===== config.mk =====
export PLATFORM = sky130hd
export DESIGN_NAME = serial_port_addr_recog_fe
export DESIGN_NICKNAME = d
export VERILOG_FILES = /design/src/shared/serial_port_pkg.sv /design/src/hdl/serial_port_addr_recog_fe.sv
export SDC_FILE = /design/constraint.sdc
export NUM_CORES = 1
export LEC_CHECK = 0
export ABC_AREA = 1
export BUFFER_PORTS_ARGS = -buffer_cell sky130_fd_sc_hd__buf_2
export CAP_MARGIN = 20
export CORE_ASPECT_RATIO = 1.1
export CORE_MARGIN = 1
export CORE_UTILIZATION = 63
export DETAILED_ROUTE_END_ITERATION = 8
export GPL_TIMING_DRIVEN = 0
export HOLD_SLACK_MARGIN = 0.02
export PLACE_DENSITY = 0.87
export SKIP_LAST_GASP = 1
export SLEW_MARGIN = 15
export SYNTH_ARGS = -nofsm -noshare
export SYNTH_HDL_FRONTEND = slang
export SYNTH_SLANG_ARGS = --single-unit

===== constraint.sdc =====
create_clock -name sys_clk -period 6.8 [get_ports sys_clk]
set_input_delay 1.36 -clock sys_clk [delete_from_list [all_inputs] [get_ports sys_clk]]
set_output_delay 1.36 -clock sys_clk [all_outputs]
set_load 0.005 [all_outputs]

===== src/shared/serial_port_pkg.sv =====
// Constants, types and register map of the serial port.
// Assumes a single core clock and synchronous pin inputs.
package serial_port_pkg;
  // ----------------------------------------
  // Register map
  // ----------------------------------------
  localparam logic [7:0] CTRL_ADDR = 8'h98;
  localparam logic [7:0] BUF_ADDR = 8'h99;
  localparam logic [7:0] MATCH_ADDR = 8'hA9;
  localparam logic [7:0] MASK_ADDR = 8'hB9;
  localparam logic [7:0] POWER_ADDR = 8'h87;
  localparam logic [7:0] MATCH_RESET = 8'h00;
  localparam logic [7:0] MASK_RESET = 8'h00;
  localparam logic [7:0] CTRL_RESET = 8'h00;
  // ----------------------------------------
  // Timing
  // ----------------------------------------
  localparam int MODE0_FAST_CLKS = 4;
  localparam int MODE0_SLOW_CLKS = 12;
  localparam int MODE2_FAST_CLKS = 32;
  localparam int MODE2_SLOW_CLKS = 64;
  localparam int OVERSAMPLE = 16;
  localparam logic [1:0] PRE_FAST_MAX = 2'(MODE2_FAST_CLKS / OVERSAMPLE - 1);
  localparam logic [1:0] PRE_SLOW_MAX = 2'(MODE2_SLOW_CLKS / OVERSAMPLE - 1);
  localparam logic [3:0] SAMPLE_FIRST = 4'h7;
  localparam logic [3:0] SAMPLE_LAST = 4'h9;
  localparam logic [3:0] BITS_MODE0 = 4'h8;
  localparam logic [3:0] BITS_TEN = 4'hA;
  localparam logic [3:0] BITS_ELEVEN = 4'hB;
  // ----------------------------------------
  // Types
  // ----------------------------------------
  typedef struct packed {
    logic modeHigh;
    logic modeLow;
    logic multiproc;
    logic rxEnable;
    logic txNinth;
    logic rxNinth;
    logic txFlag;
    logic rxFlag;
  } ctrl_s;
  typedef struct packed {
    logic rateDouble;
    logic errorView;
  } power_s;
  typedef enum logic [1:0] {TX_IDLE, TX_ASYNC, TX_SYNC} tx_state_e;
  typedef enum logic [1:0] {RX_HUNT, RX_BITS, RX_SYNC} rx_state_e;
endpackage : serial_port_pkg


===== src/hdl/serial_port_addr_recog_fe.sv =====
// Serial port with four modes, framing error flag and address recognition.
// Assumes the register strobes and pins are synchronous to sys_clk.
// How it works
// - mode 3 is mode 2 at timer rate
// - writing the buffer starts transmission
// - mode 0 receive on clear flag, enabled
// - async receive begins on start bit
// - mode bits select frame format
// - rates 4/12, 32/64 clocks or timer
// - missing stop bit sets error flag
// - bit 7 shows error or mode bit
// - error flag sticky until software clears
// - modes 2/3 multiproc needs address match
// - multiproc off sets flag every frame
// - mode 1 multiproc needs stop and match
// - given address compares only masked bits
// - broadcast address is value OR mask
// - match value and mask reset zero
// - three mid samples, majority, start abort
// - load only when flag clear, condition met
// - start, eight data LSB first, ninth, stop
//
// Added by the designer: the strobed register port.
`timescale 1ns/1ps
module serial_port_addr_recog_fe
  import serial_port_pkg::*;
(
  input wire logic sys_clk,
  input wire logic rst_n,
  input wire logic clkEn,
  input wire logic [7:0] addr,
  input wire logic [7:0] wrData,
  input wire logic wrEn,
  input wire logic rdEn,
  output logic [7:0] rdData,
  input wire logic timerTick,
  input wire logic rxdIn,
  output logic rxdOut,
  output logic rxdOe,
  output logic txdOut
);
  // ----------------------------------------
  // Helpers
  // ----------------------------------------
  function automatic logic addrMatch(input logic [7:0] b, input logic [7:0] v, input logic [7:0] m);
    logic given;
    logic bcast;
    given = (((b ^ v) & m) == 8'h00);
    bcast = (((~b) & (v | m)) == 8'h00);
    return given | bcast;
  endfunction : addrMatch

  ctrl_s ctrl_r, ctrl_nxt;
  power_s pwr_r, pwr_nxt;
  tx_state_e txSt_r, txSt_nxt;
  rx_state_e rxSt_r, rxSt_nxt;
  logic fe_r, fe_nxt;
  logic [7:0] match_r, match_nxt, mask_r, mask_nxt, rxBuf_r, rxBuf_nxt, rdData_r, rdData_nxt;
  logic [10:0] txSh_r, txSh_nxt;
  logic [9:0] rxSh_r, rxSh_nxt;
  logic [3:0] txBits_r, txBits_nxt, txPh_r, txPh_nxt, rxBits_r, rxBits_nxt, rxPh_r, rxPh_nxt;
  logic [1:0] vote_r, vote_nxt, pre_r, pre_nxt;
  logic half_r, half_nxt, rxdPrev_r, txd_r, txd_nxt, rxdO_r, rxdO_nxt, oe_r, oe_nxt;
  logic [1:0] mode;
  logic [3:0] period, v3;
  logic tick, bufWr, ctrlWr, bitVal, rxDone, stopBit, flagBit, rxLoad, mode0Go;
  logic [7:0] rxByte;
  logic [9:0] shIn;

  // ----------------------------------------
  // Next state
  // ----------------------------------------
  always_comb
  begin
    ctrl_nxt = ctrl_r;
    pwr_nxt = pwr_r;
    fe_nxt = fe_r;
    match_nxt = match_r;
    mask_nxt = mask_r;
    rxBuf_nxt = rxBuf_r;
    txSt_nxt = txSt_r;
    txSh_nxt = txSh_r;
    txBits_nxt = txBits_r;
    txPh_nxt = txPh_r;
    rxSt_nxt = rxSt_r;
    rxSh_nxt = rxSh_r;
    rxBits_nxt = rxBits_r;
    rxPh_nxt = rxPh_r;
    vote_nxt = vote_r;
    pre_nxt = pre_r;
    half_nxt = half_r;
    rxDone = 1'b0;
    rxLoad = 1'b0;
    bitVal = 1'b0;
    rxByte = 8'h00;
    stopBit = 1'b1;
    flagBit = 1'b1;
    shIn = rxSh_r;
    v3 = 4'h0;
    mode = {ctrl_r.modeHigh, ctrl_r.modeLow};
    period = ctrl_r.multiproc ? 4'(MODE0_FAST_CLKS) : 4'(MODE0_SLOW_CLKS);
    // Oversampling tick; mode 3 differs from mode 2 only in this source.
    tick = 1'b0;
    if (mode == 2'h2)
    begin
      tick = (pre_r == (pwr_r.rateDouble ? PRE_FAST_MAX : PRE_SLOW_MAX));
      pre_nxt = tick ? 2'h0 : pre_r + 2'h1;
    end
    else if (timerTick)
    begin
      half_nxt = ~half_r;
      tick = pwr_r.rateDouble | half_r;
    end
    bufWr = wrEn && (addr == BUF_ADDR);
    ctrlWr = wrEn && (addr == CTRL_ADDR);
    // Software writes come first so that hardware sets below win a collision.
    if (ctrlWr)
    begin
      ctrl_nxt = ctrl_s'({ctrl_r.modeHigh, wrData[6:0]});
      if (pwr_r.errorView)
        fe_nxt = wrData[7];
      else
        ctrl_nxt.modeHigh = wrData[7];
    end
    if (wrEn && addr == POWER_ADDR)
      pwr_nxt = power_s'(wrData[7:6]);
    if (wrEn && addr == MATCH_ADDR)
      match_nxt = wrData;
    if (wrEn && addr == MASK_ADDR)
      mask_nxt = wrData;
    // ---------------- transmitter ----------------
    case (txSt_r)
      TX_ASYNC:
      begin
        if (tick)
        begin
          txPh_nxt = txPh_r + 4'h1;
          if (txPh_r == 4'hF)
          begin
            txSh_nxt = {1'b1, txSh_r[10:1]};
            txBits_nxt = txBits_r - 4'h1;
            if (txBits_r == 4'h1)
            begin
              txSt_nxt = TX_IDLE;
              ctrl_nxt.txFlag = 1'b1;
            end
          end
        end
      end
      TX_SYNC:
      begin
        txPh_nxt = txPh_r + 4'h1;
        if (txPh_r == period - 4'h1)
        begin
          txPh_nxt = 4'h0;
          txSh_nxt = {1'b1, txSh_r[10:1]};
          txBits_nxt = txBits_r - 4'h1;
          if (txBits_r == 4'h1)
          begin
            txSt_nxt = TX_IDLE;
            ctrl_nxt.txFlag = 1'b1;
          end
        end
      end
      default:
        txSt_nxt = TX_IDLE;
    endcase
    if (bufWr)
    begin
      txPh_nxt = 4'h0;
      if (mode == 2'h0)
      begin
        txSt_nxt = TX_SYNC;
        txSh_nxt = {3'b111, wrData};
        txBits_nxt = BITS_MODE0;
      end
      else
      begin
        txSt_nxt = TX_ASYNC;
        txSh_nxt = {1'b1, (mode == 2'h1) | ctrl_r.txNinth, wrData, 1'b0};
        txBits_nxt = (mode == 2'h1) ? BITS_TEN : BITS_ELEVEN;
      end
    end
    // ---------------- receiver ----------------
    mode0Go = (mode == 2'h0) && ctrl_r.rxEnable && !ctrl_r.rxFlag && (txSt_r == TX_IDLE) && !bufWr;
    case (rxSt_r)
      RX_HUNT:
      begin
        if (mode0Go)
        begin
          rxSt_nxt = RX_SYNC;
          rxPh_nxt = 4'h0;
          rxBits_nxt = 4'h0;
        end
        else if (mode != 2'h0 && ctrl_r.rxEnable && rxdPrev_r && !rxdIn)
        begin
          rxSt_nxt = RX_BITS;
          rxPh_nxt = 4'h0;
          rxBits_nxt = 4'h0;
          vote_nxt = 2'h0;
        end
      end
      RX_BITS:
      begin
        if (tick)
        begin
          rxPh_nxt = rxPh_r + 4'h1;
          v3 = {2'b00, vote_r} + {3'b000, rxdIn};
          if (rxPh_r >= SAMPLE_FIRST && rxPh_r < SAMPLE_LAST && rxdIn)
            vote_nxt = vote_r + 2'h1;
          if (rxPh_r == SAMPLE_LAST)
          begin
            bitVal = (v3 >= 4'h2);
            vote_nxt = 2'h0;
            rxBits_nxt = rxBits_r + 4'h1;
            if (rxBits_r == 4'h0)
            begin
              if (bitVal)
                rxSt_nxt = RX_HUNT;
            end
            else
            begin
              shIn = {bitVal, rxSh_r[9:1]};
              rxSh_nxt = shIn;
              if (rxBits_r == ((mode == 2'h1) ? BITS_TEN : BITS_ELEVEN) - 4'h1)
              begin
                rxDone = 1'b1;
                rxSt_nxt = RX_HUNT;
              end
            end
          end
        end
      end
      RX_SYNC:
      begin
        rxPh_nxt = rxPh_r + 4'h1;
        if (rxPh_r == period - 4'h1)
        begin
          rxPh_nxt = 4'h0;
          rxSh_nxt = {rxdIn, rxSh_r[9:1]};
          rxBits_nxt = rxBits_r + 4'h1;
          if (rxBits_r == BITS_MODE0 - 4'h1)
          begin
            rxSt_nxt = RX_HUNT;
            rxBuf_nxt = {rxdIn, rxSh_r[9:3]};
            ctrl_nxt.rxFlag = 1'b1;
          end
        end
      end
      default:
        rxSt_nxt = RX_HUNT;
    endcase
    if (rxDone)
    begin
      rxByte = (mode == 2'h1) ? shIn[8:1] : shIn[7:0];
      stopBit = shIn[9];
      flagBit = (mode == 2'h1) ? shIn[9] : shIn[8];
      // A failed match leaves buffer, ninth bit and flag alone.
      rxLoad = !ctrl_r.rxFlag && (!ctrl_r.multiproc || (flagBit && addrMatch(rxByte, match_r, mask_r)));
      if (rxLoad)
      begin
        rxBuf_nxt = rxByte;
        ctrl_nxt.rxNinth = flagBit;
        ctrl_nxt.rxFlag = 1'b1;
      end
      if (!stopBit)
        fe_nxt = 1'b1;
    end
    // ---------------- pins and read port ----------------
    txd_nxt = 1'b1;
    rxdO_nxt = 1'b1;
    oe_nxt = 1'b0;
    if (txSt_nxt == TX_ASYNC)
      txd_nxt = txSh_nxt[0];
    else if (txSt_nxt == TX_SYNC)
    begin
      txd_nxt = (txPh_nxt < (period >> 1));
      rxdO_nxt = txSh_nxt[0];
      oe_nxt = 1'b1;
    end
    else if (rxSt_nxt == RX_SYNC)
      txd_nxt = (rxPh_nxt < (period >> 1));
    rdData_nxt = 8'h00;
    if (rdEn)
    begin
      case (addr)
        CTRL_ADDR: rdData_nxt = {pwr_r.errorView ? fe_r : ctrl_r.modeHigh, ctrl_r[6:0]};
        BUF_ADDR: rdData_nxt = rxBuf_r;
        MATCH_ADDR: rdData_nxt = match_r;
        MASK_ADDR: rdData_nxt = mask_r;
        POWER_ADDR: rdData_nxt = {pwr_r, 6'h00};
        default: rdData_nxt = 8'h00;
      endcase
    end
  end

  // ----------------------------------------
  // Registers
  // ----------------------------------------
  always_ff @(posedge sys_clk or negedge rst_n)
  begin
    if (!rst_n)
    begin
      ctrl_r <= ctrl_s'(CTRL_RESET);
      pwr_r <= power_s'(2'h0);
      fe_r <= 1'b0;
      match_r <= MATCH_RESET;
      mask_r <= MASK_RESET;
      rxBuf_r <= 8'h00;
      rdData_r <= 8'h00;
      txSt_r <= TX_IDLE;
      rxSt_r <= RX_HUNT;
      txSh_r <= 11'h7FF;
      rxSh_r <= 10'h000;
      txBits_r <= 4'h0;
      txPh_r <= 4'h0;
      rxBits_r <= 4'h0;
      rxPh_r <= 4'h0;
      vote_r <= 2'h0;
      pre_r <= 2'h0;
      half_r <= 1'b0;
      rxdPrev_r <= 1'b1;
      txd_r <= 1'b1;
      rxdO_r <= 1'b1;
      oe_r <= 1'b0;
    end
    else if (clkEn)
    begin
      ctrl_r <= ctrl_nxt;
      pwr_r <= pwr_nxt;
      fe_r <= fe_nxt;
      match_r <= match_nxt;
      mask_r <= mask_nxt;
      rxBuf_r <= rxBuf_nxt;
      rdData_r <= rdData_nxt;
      txSt_r <= txSt_nxt;
      rxSt_r <= rxSt_nxt;
      txSh_r <= txSh_nxt;
      rxSh_r <= rxSh_nxt;
      txBits_r <= txBits_nxt;
      txPh_r <= txPh_nxt;
      rxBits_r <= rxBits_nxt;
      rxPh_r <= rxPh_nxt;
      vote_r <= vote_nxt;
      pre_r <= pre_nxt;
      half_r <= half_nxt;
      rxdPrev_r <= rxdIn;
      txd_r <= txd_nxt;
      rxdO_r <= rxdO_nxt;
      oe_r <= oe_nxt;
    end
  end

  assign rdData = rdData_r;
  assign txdOut = txd_r;
  assign rxdOut = rxdO_r;
  assign rxdOe = oe_r;

  // ----------------------------------------
  // Checks
  // ----------------------------------------
  // Bit 7 as software should see it, held apart so that a read can be checked one cycle later.
  logic viewBit;
  assign viewBit = pwr_r.errorView ? fe_r : ctrl_r.modeHigh;
endmodule : serial_port_addr_recog_fe


==> key figures, run 1 <==
STA
  – Slew headroom: 45.7%
  – Measured slew at the worst slew-check pin: 794 ps
  – Final max-slew violation count: 0
  – Final Setup Violations: 0
  – Fin. Hold Viols: 0
  – Fin crit share: 51.2%
  – Setup tns final: 0 ps
  – F_max: 287 MHz
  – Clock skew: 16.9 ps
  – RSZ-0062 raised after global routing: no
  – Post-layout min period: 3480 ps

Clock network
  – H-tree depth: 3
  – Setup bufs post-CTS: 0
  – CTS Hold Buffers Added: 0
  – Deepest clock path buffer count: 2
  – Root Driver: clkbuf_8
  – CTS Sinks: 93
  – Post_cts resized: 0
  – CTS Buf Count: 9
  – CTS tree: done
  – Clk_lat worst skew: 380 ps
  – Worst-path clk slew: 90 ps

Finish
  – Synthesis-to-layout area growth: 8.27%
  – Non-Filler Instances: 1,061
  – Layout cell share with drive strength beyond 1: 13.6%
  – FILL cells: 793
  – Post-layout util: 71.8%
  – # diodes: 0
  – Design area: 0.00685 mm2
  – Final #Nets: 979

Placed design
  – Count of input and output buffers: 33
  – Gpl congestion: 0.965
  – Post-DP HPWL: 13,100 um
  – Placed Cells: 1,045
  – Post-DP Area: 0.00666 mm2

Critical path
  – Crit Path Class: primary input to flop
  – Critical Path RT: 7040 ps
  – Worst reg2reg path depth: 18
  – CP Capture Type: flop
  – Arr. time, crit path: 3720 ps
  – Crit Path Max Fanout: 10
  – Startpoint types: primary input

Yosys
  – Count of different cell masters after synthesis: 48
  – Dominant synthesized flop cell: dfrtp_1
  – Number of synthesized flops with an enable pin: 0
  – Sequential element share of the synthesized area: 37.1%
  – Synth Register Bits: 93
  – Async SR Flop Fraction: 100%
  – Post-synth top area cell: dfrtp_1
  – Synth Net Count: 934
  – Mean post-synth cell area: 7.07 um2
  – Post-synth top area share: 31.3%
  – Syn. warnings: 0
  – Most frequent cells after synthesis: nand2_1 (254), inv_1 (104), nand3_1 (83), o21ai_0 (81), dfrtp_1 (79)
  – Synth area leaders: dfrtp_1 (31%), nand2_1 (15%), nand3_1 (6.6%), o21ai_0 (6.4%), inv_1 (6.2%)
  – Mapped Cells: 894
  – Cell with the most instances after synthesis: nand2_1
  – Synth Cell Area: 0.00632 mm2

Floorplan
  – Initial Utilization: 66.3%
  – # rows: 37
  – DIE AREA: 0.0104 mm2
  – Die width: 97.5 um
  – IO Pins: 34
  – Die height: 107 um
  – Core box area: 0.00954 mm2

Drt
  – Routed len/inst: 16.2 um
  – Via count: 6,299
  – Post-route ant nets: 0
  – Metal3 WL: 1170 um
  – Met2 wire length: 7970 um
  – Initial drt markers: 601
  – Max layer used: met4
  – First drt pass iteration count: 5
  – WL met1: 7460 um
  – DRC errors left: 0
  – Vias/cell: 5.94
  – Final WL: 17,200 um

Run status
  – Status: finished clean

Global routing
  – Global-route wire length before repair: 28,400 um
  – GRT Overall Usage: 34.6%
  – Antenna violations before repair: 0
  – Pin count of the biggest net entering global routing: 60
  – Vias in the first global route: 5,813
  – Grt ovf: 0

Power and ir drop
  – Maximum VDD drop: 151 uV
  – Leak: 3.38 nW
  – Cell Pwr Density: 279 mW/mm2

Hold path
  – Hold-critical path depth: 2
  – Hold Path Class: flop to flop

Job
  – Max cap viols: 0
final cells by class:
type                    instances  area (um2)  share of cell area, %
multi-input cells             662        3420                   49.9
clock inverters                 2        16.3                  0.238
inverters                     114         430                   6.29
plain buffers                  25         129                   1.88
clock buffers                  14         173                   2.52
well taps                     117         146                   2.14
flip-flops and latches         93        2340                   34.3
repair buffers                 34         188                   2.74
final timing paths:
| kind | from | endpoint | slack [ps] |
|---|---|---|---|
| max reg2reg | rxSt_r[1]$_DFFE_PN0P_ | rxBuf_r[6]$_DFFE_PN0P_ | 4000 |
| max | addr[4] | txBits_r[3]$_DFFE_PN0P_ | 3320 |
| min in group asynchronous | rst_n | rxPh_r[0]$_DFFE_PN0P_ | 1060 |
| min | txSh_r[2]$_DFFE_PN1P_ | txSh_r[2]$_DFFE_PN1P_ | 480 |
| min reg2reg | txSh_r[2]$_DFFE_PN1P_ | txSh_r[2]$_DFFE_PN1P_ | 480 |
| max in group asynchronous | rst_n | rxdPrev_r$_DFFE_PN1P_ | 5020 |
layer usage:
| metal | vias to the layer above | track usage [%] |
|---|---|---|
| met4 | 0 | 15.4 |
| met1 | 2904 | 46.9 |
| met2 | 287 | 55.7 |
| met5 | - | 0 |
| li1 | 3055 | - |
| met3 | 53 | 4.37 |
cells in the final DEF, fill, tap and decap left out, types with 2 or more instances in the layout:
cell type and n:
nand3_1 83, o2111ai_1 7, nand2_4 5, nand2_1 254, a31oi_1 6, inv_1 104
dfrtp_1 79, nor2_2 2, a21oi_1 33, nor2_1 58, nand3b_1 2, buf_4 2
o22ai_1 23, nand2_2 19, a211oi_1 2, xor2_1 2, nor4_1 5, clkinv_1 5
o21ai_0 81, nand4_1 5, clkbuf_8 12, nand3_2 16, o211ai_1 4, nor3_1 8
buf_1 2, inv_2 4, o221ai_1 5, a2111oi_0 2, ha_1 17, dfstp_2 14
clkbuf_1 14, buf_6 3, nor2_4 2, buf_2 39, o21ai_1 6, o21a_1 2
a41oi_1 2
flip-flops by register name (all words and copies together) (netlist names), 2 cells and up:
| name | count |
|---|---|
| rxBuf_r | 8 |
| pre_r | 2 |
| txSh_r | 11 |
| rxPh_r | 4 |
| txBits_r | 4 |
| match_r | 8 |
| txPh_r | 4 |
| rxSt_r | 2 |
| mask_r | 8 |
| ctrl_r | 8 |
| vote_r | 2 |
| rdData | 8 |
| rxSh_r | 10 |
| txSt_r | 2 |
| rxBits_r | 4 |
| pwr_r | 2 |
kinds of logic (layout without fill, tap and decap cells):
family	after synthesis	count (layout)	share of synthesized area (%)
AOI/OAI and AO/OA	179	179	16.4
xor gates and xnor gates	3	3	0.416
adders and majority gates	17	17	3.36
buffers and inverters	139	189	8.85
DFF	93	93	37.1
and+or+nand+nor	463	463	33.9
power by group:
group          switching [W]  internal, W  total (W)
combinational       0.000546     0.000282   0.000828
clock               0.000202     0.000164   0.000367
sequential         0.0000795     0.000638   0.000718
through the flow:
step	hold WS (ps)	setup WS [ps]	total power, W
after floorplan	448	3600	0.00135
after global placement	459	3120	0.00151
after detailed placement	465	3010	0.00154
after CTS	478	3370	0.00190
after global routing	483	3140	0.00206
final	479	3320	0.00191
critical path: stages:
cell	delay, ps
buf_2	80
inv_1	40
nor3_1	260
nand2_1	170
nor2_4	210
nand2_1	170
buf_2	230
nand3_1	130
nand3_1	150
a21oi_2	340
inv_1	240
o21ai_0	210
o211ai_1	120
Power figures use the tool's default switching activity.
==> run 2: changes to the inputs <==
ABC_AREA = 0   (was 1)
CORE_UTILIZATION = 62   (was 63)
PLACE_DENSITY = 0.86   (was 0.87)
clock period = 3.6 ns   (was 6.8 ns; I/O delays follow)
==> run 2 against run 1 <==
Die area shrank 1.8%; via count shrank 9.8%; total power grew 32%; critical endpoint is now rxBuf_r[6]$_DFFE_PN0P_; synthesized cell count shrank 23%; sequential power grew 73%; final cell count shrank 19%; register-to-register slack lost 4000 ps; count of clock-buffer cells in the layout shrank 4; non-clock buffer count grew 16.
==> key figures, run 2 <==
Clock network
  – H-tree depth: 3 (unchanged)
  – Worst-path clk slew: 90 ps (about the same)
  – CTS tree: done
  – CTS Buf Count: 9 (unchanged)
  – CTS Hold Buffers Added: 0 (unchanged)
  – CTS Sinks: 93 (unchanged)
  – Clk_lat worst skew: 380 ps (about the same)
  – Deepest clock path buffer count: 2 (unchanged)
  – Root Driver: clkbuf_8

Run status
  – Status: finished clean

Yosys
  – Area share of xor/xnor cells in the synthesized design: 1.58% (+1.2 points)
  – Dominant synthesized flop cell: dfrtp_1
  – Cell with the most instances after synthesis: nand2_1
  – Async SR Flop Fraction: 100% (unchanged)
  – Sequential element share of the synthesized area: 38.4% (+1.3 points)
  – Count of different cell masters after synthesis: 74 (+54%)
  – Simple-Gate Fraction of Synth Area: 21.9% (-12 points)
  – Largest family of logic cells by synthesized area: simple AND/OR/NAND/NOR gates
  – Number of synthesized flops with an enable pin: 0 (unchanged)
  – Most frequent cells after synthesis: nand2_1 (89), dfrtp_1 (79), a21oi_1 (46), nor2_1 (44), o21ai_0 (40)
  – Synth area leaders: dfrtp_1 (32%), mux2_2 (6.3%), dfstp_2 (6.0%), nand2_1 (5.5%), a21oi_1 (3.8%)
  – Mapped Cells: 689 (-23%)
  – Mean post-synth cell area: 8.87 um2 (+25%)
  – Synth Cell Area: 0.00611 mm2 (-3.4%)
  – Synth Register Bits: 93 (unchanged)
  – Multiplexer share of the synthesized area: 8.77% (+8.8 points)
  – Synth Net Count: 729 (-22%)
  – Synth Area in Adders: 3.48% (+0.12 points)
  – Syn. warnings: 0 (unchanged)
  – Complex-gate fraction of the synthesized area: 21.1% (+4.7 points)
  – Post-synth top area cell: dfrtp_1
  – Post-synth top area share: 32.4% (+1.1 points)

Hold path
  – Hold Path Class: primary input to asynchronous set/reset pin

Drt
  – DRC errors left: 0 (unchanged)
  – Routed len/inst: 20.2 um (+24%)
  – Vias/cell: 6.65 (+12%)
  – First drt pass iteration count: 8 (+3)
  – Post-route ant nets: 0 (unchanged)
  – Via count: 5,684 (-9.8%)
  – Final WL: 17,200 um (about the same)
  – Initial drt markers: 475 (-21%)

Critical path
  – Bufs and invs on worst path: 2 (-2)
  – CP Capture Type: flop
  – Critical Path RT: 3910 ps (-3130 ps)
  – RR Startpoint: rxBits_r[0]$_DFFE_PN0P_
  – Reg2reg setup slack: 40 ps (-3960 ps)
  – Crit Path Class: flop to flop
  – CP top delay family: compound AO/OA/AOI/OAI gates
  – Crit-path slowest cell: a41oi_1
  – Worst reg2reg path depth: 12 (-6)
  – CP Cell Sequence: inv_1 > ha_1 > nor3b_1 > or2_4 > a21oi_4 > xnor2_1 > buf_2 > o22ai_1 > a2111oi_0 > o2111ai_1 > a41oi_1 > o221a_2
  – Crit Path Max Fanout: 10 (unchanged)
  – Reg2Reg Capture Point: rxBuf_r[6]$_DFFE_PN0P_
  – Arr. time, crit path: 3870 ps (+150 ps)
  – Critical path's largest stage delay: 540 ps (+200 ps)
  – Startpoint types: flop

STA
  – Measured slew at the worst slew-check pin: 1010 ps (+220 ps)
  – Final max-slew violation count: 0 (unchanged)
  – Setup tns final: 0 ps (unchanged)
  – Worst hold slack: 312 ps (-167 ps)
  – RSZ-0062 raised after global routing: yes
  – F_max: 281 MHz
  – Fin crit share: 98.8%
  – Post-layout min period: 3560 ps
  – Clock skew: 11.0 ps (-5.96 ps)
  – Fin. Hold Viols: 0 (unchanged)
  – Final Setup Violations: 0 (unchanged)
  – Slew headroom: 31.4% (-14 points)

Finish
  – Max reg flops: 11 (unchanged)
  – Final #Nets: 773 (-21%)
  – Most flops, register: txSh_r
  – Most frequent cells in the layout: nand2_1 (89), dfrtp_1 (79), a21oi_1 (46)
  – Synthesis-to-layout area growth: 9.40%
  – # diodes: 0 (unchanged)
  – Largest registers: txSh_r: 11 flops, rxSh_r: 10 flops
  – Non-Filler Instances: 855 (-19%)
  – Multi-input gate area: 0.00348 mm2 (+1.7%)
  – Commonest non-fill, non-tap cell in the layout: nand2_1
  – Layout cell share with drive strength beyond 1: 18.3% (+4.7 points)
  – FILL cells: 731 (-7.8%)
  – Register area: 0.00234 mm2 (unchanged)

Power and ir drop
  – Comb power frac: 19.8% (-24 points)
  – Maximum VDD drop: 272 uV (+81%)
  – Final Power: 0.00253 W (+32%)
  – Internal: 0.00174 W (+61%)
  – Switching part of the total: 31.1% (-12 points)
  – Leak: 3.03 nW (-10%)
  – Clk pwr share: 31.3% (+12 points)
  – Sequential Power Share: 48.9% (+11 points)
  – Sw power: 0.000786 W (-4.9%)
  – Cell Pwr Density: 378 mW/mm2 (+35%)

Placed design
  – Gpl congestion: 0.938 (-2.8%)
  – Count of input and output buffers: 30 (-9.1%)
  – Placed Cells: 837 (-20%)
  – Post-DP HPWL: 12,600 um (-3.7%)

Job
  – Max cap viols: 0 (unchanged)

Floorplan
  – Die width: 96.7 um (-0.89%)
  – Core box area: 0.00944 mm2 (-0.97%)
  – IO Pins: 34 (unchanged)
  – DIE AREA: 0.0103 mm2 (-1.8%)
  – Die height: 106 um (-0.89%)
  – Initial Utilization: 64.7% (-1.6 points)
  – # rows: 37 (unchanged)

Global routing
  – Vias in the first global route: 5,510 (-5.2%)
  – Grt ovf: 0 (unchanged)
  – Antenna violations before repair: 0 (unchanged)
  – Global-route wire length before repair: 27,600 um (-3.0%)
  – Pin count of the biggest net entering global routing: 56 (-6.7%)
  – GRT Overall Usage: 33.9% (-0.64 points)
==> run 2: cell types whose count changed after synthesis, moves of 11 or more <==
cell,before,now
nor2_1,58,44
inv_1,104,27
a22o_1,0,11
nand2_1,254,89
mux2_2,0,34
o21ai_0,81,40
nand3_1,83,19
mux2i_1,0,13
nand2b_1,0,12
a21oi_1,33,46
nand3_2,16,2
clkbuf_1,12,27
nand2_2,19,0
==> run 2: how the worst max path moves through the flow <==
stage	startpoint	to	slack (ps)	cells after the start
4_1_cts	rxSt_r[1]$_DFFE_PN0P_	rxBuf_r[3]$_DFFE_PN0P_	50	13
5_1_grt	rxBits_r[0]$_DFFE_PN0P_	rxBuf_r[6]$_DFFE_PN0P_	-40	12
2_1_floorplan	rxBits_r[0]$_DFFE_PN0P_	rxBuf_r[0]$_DFFE_PN0P_	720	14
3_3_place_gp	rxSt_r[1]$_DFFE_PN0P_	rxBuf_r[3]$_DFFE_PN0P_	80	13
6_report	rxBits_r[0]$_DFFE_PN0P_	rxBuf_r[6]$_DFFE_PN0P_	40	12
3_5_place_dp	rxSt_r[1]$_DFFE_PN0P_	rxBuf_r[3]$_DFFE_PN0P_	90	13
==> run 2: power by group through the flow <==
stage          Combinational [W]  Sequential, W  Clock (W)
3_3_place_gp            0.000459        0.00124          0
6_report                0.000501        0.00124   0.000792
2_1_floorplan           0.000346        0.00123          0
5_1_grt                 0.000553        0.00125   0.000833
3_5_place_dp            0.000489        0.00125          0
4_1_cts                 0.000490        0.00123   0.000798
==> run 2: cells by family after synthesis <==
family	after synthesis
xor gates and xnor gates	11
and+or+nand+nor	258
muxes	49
buffers and inverters	69
adders and majority gates	17
AOI/OAI and AO/OA	192
DFF	93
==> run 2: area by class of cell <==
cell class	count	share of cell area, %
buffer	42	2.92
clock buffer	10	1.91
clock inverter	6	1.44
inverter	27	1.52
multi-input combinational	527	52.0
sequential	93	35.1
tap	117	2.19
timing repair buffer	33	2.92
==> run 2: timing repair <==
item,4_1_cts,5_1_grt
gates resized for setup,0,2
buffers inserted,0,2
setup endpoints to repair,0,9
==> run 2: metal layers <==
metal | routed length (um) | vias to the layer above | track usage, %
met1 | 6910 | 2747 | 42.9
met2 | 8420 | 289 | 55.8
li1 | - | 2598 | -
met3 | 1250 | 50 | 5.65
met4 | 655 | 0 | 18.2
met5 | 0 | - | 0
==> run 2: stage by stage <==
| step | setup slack, ps | instance area (um2) | util, % |
|---|---|---|---|
| after floorplan | 715 | 6110 | - |
| after global placement | 78.7 | 6410 | 67.8 |
| after detailed placement | 86.0 | 6440 | 68.2 |
| after CTS | 45.2 | 6660 | 70.5 |
| after global routing | -36.1 | 6680 | 70.8 |
| final | 43.8 | 6680 | 70.8 |
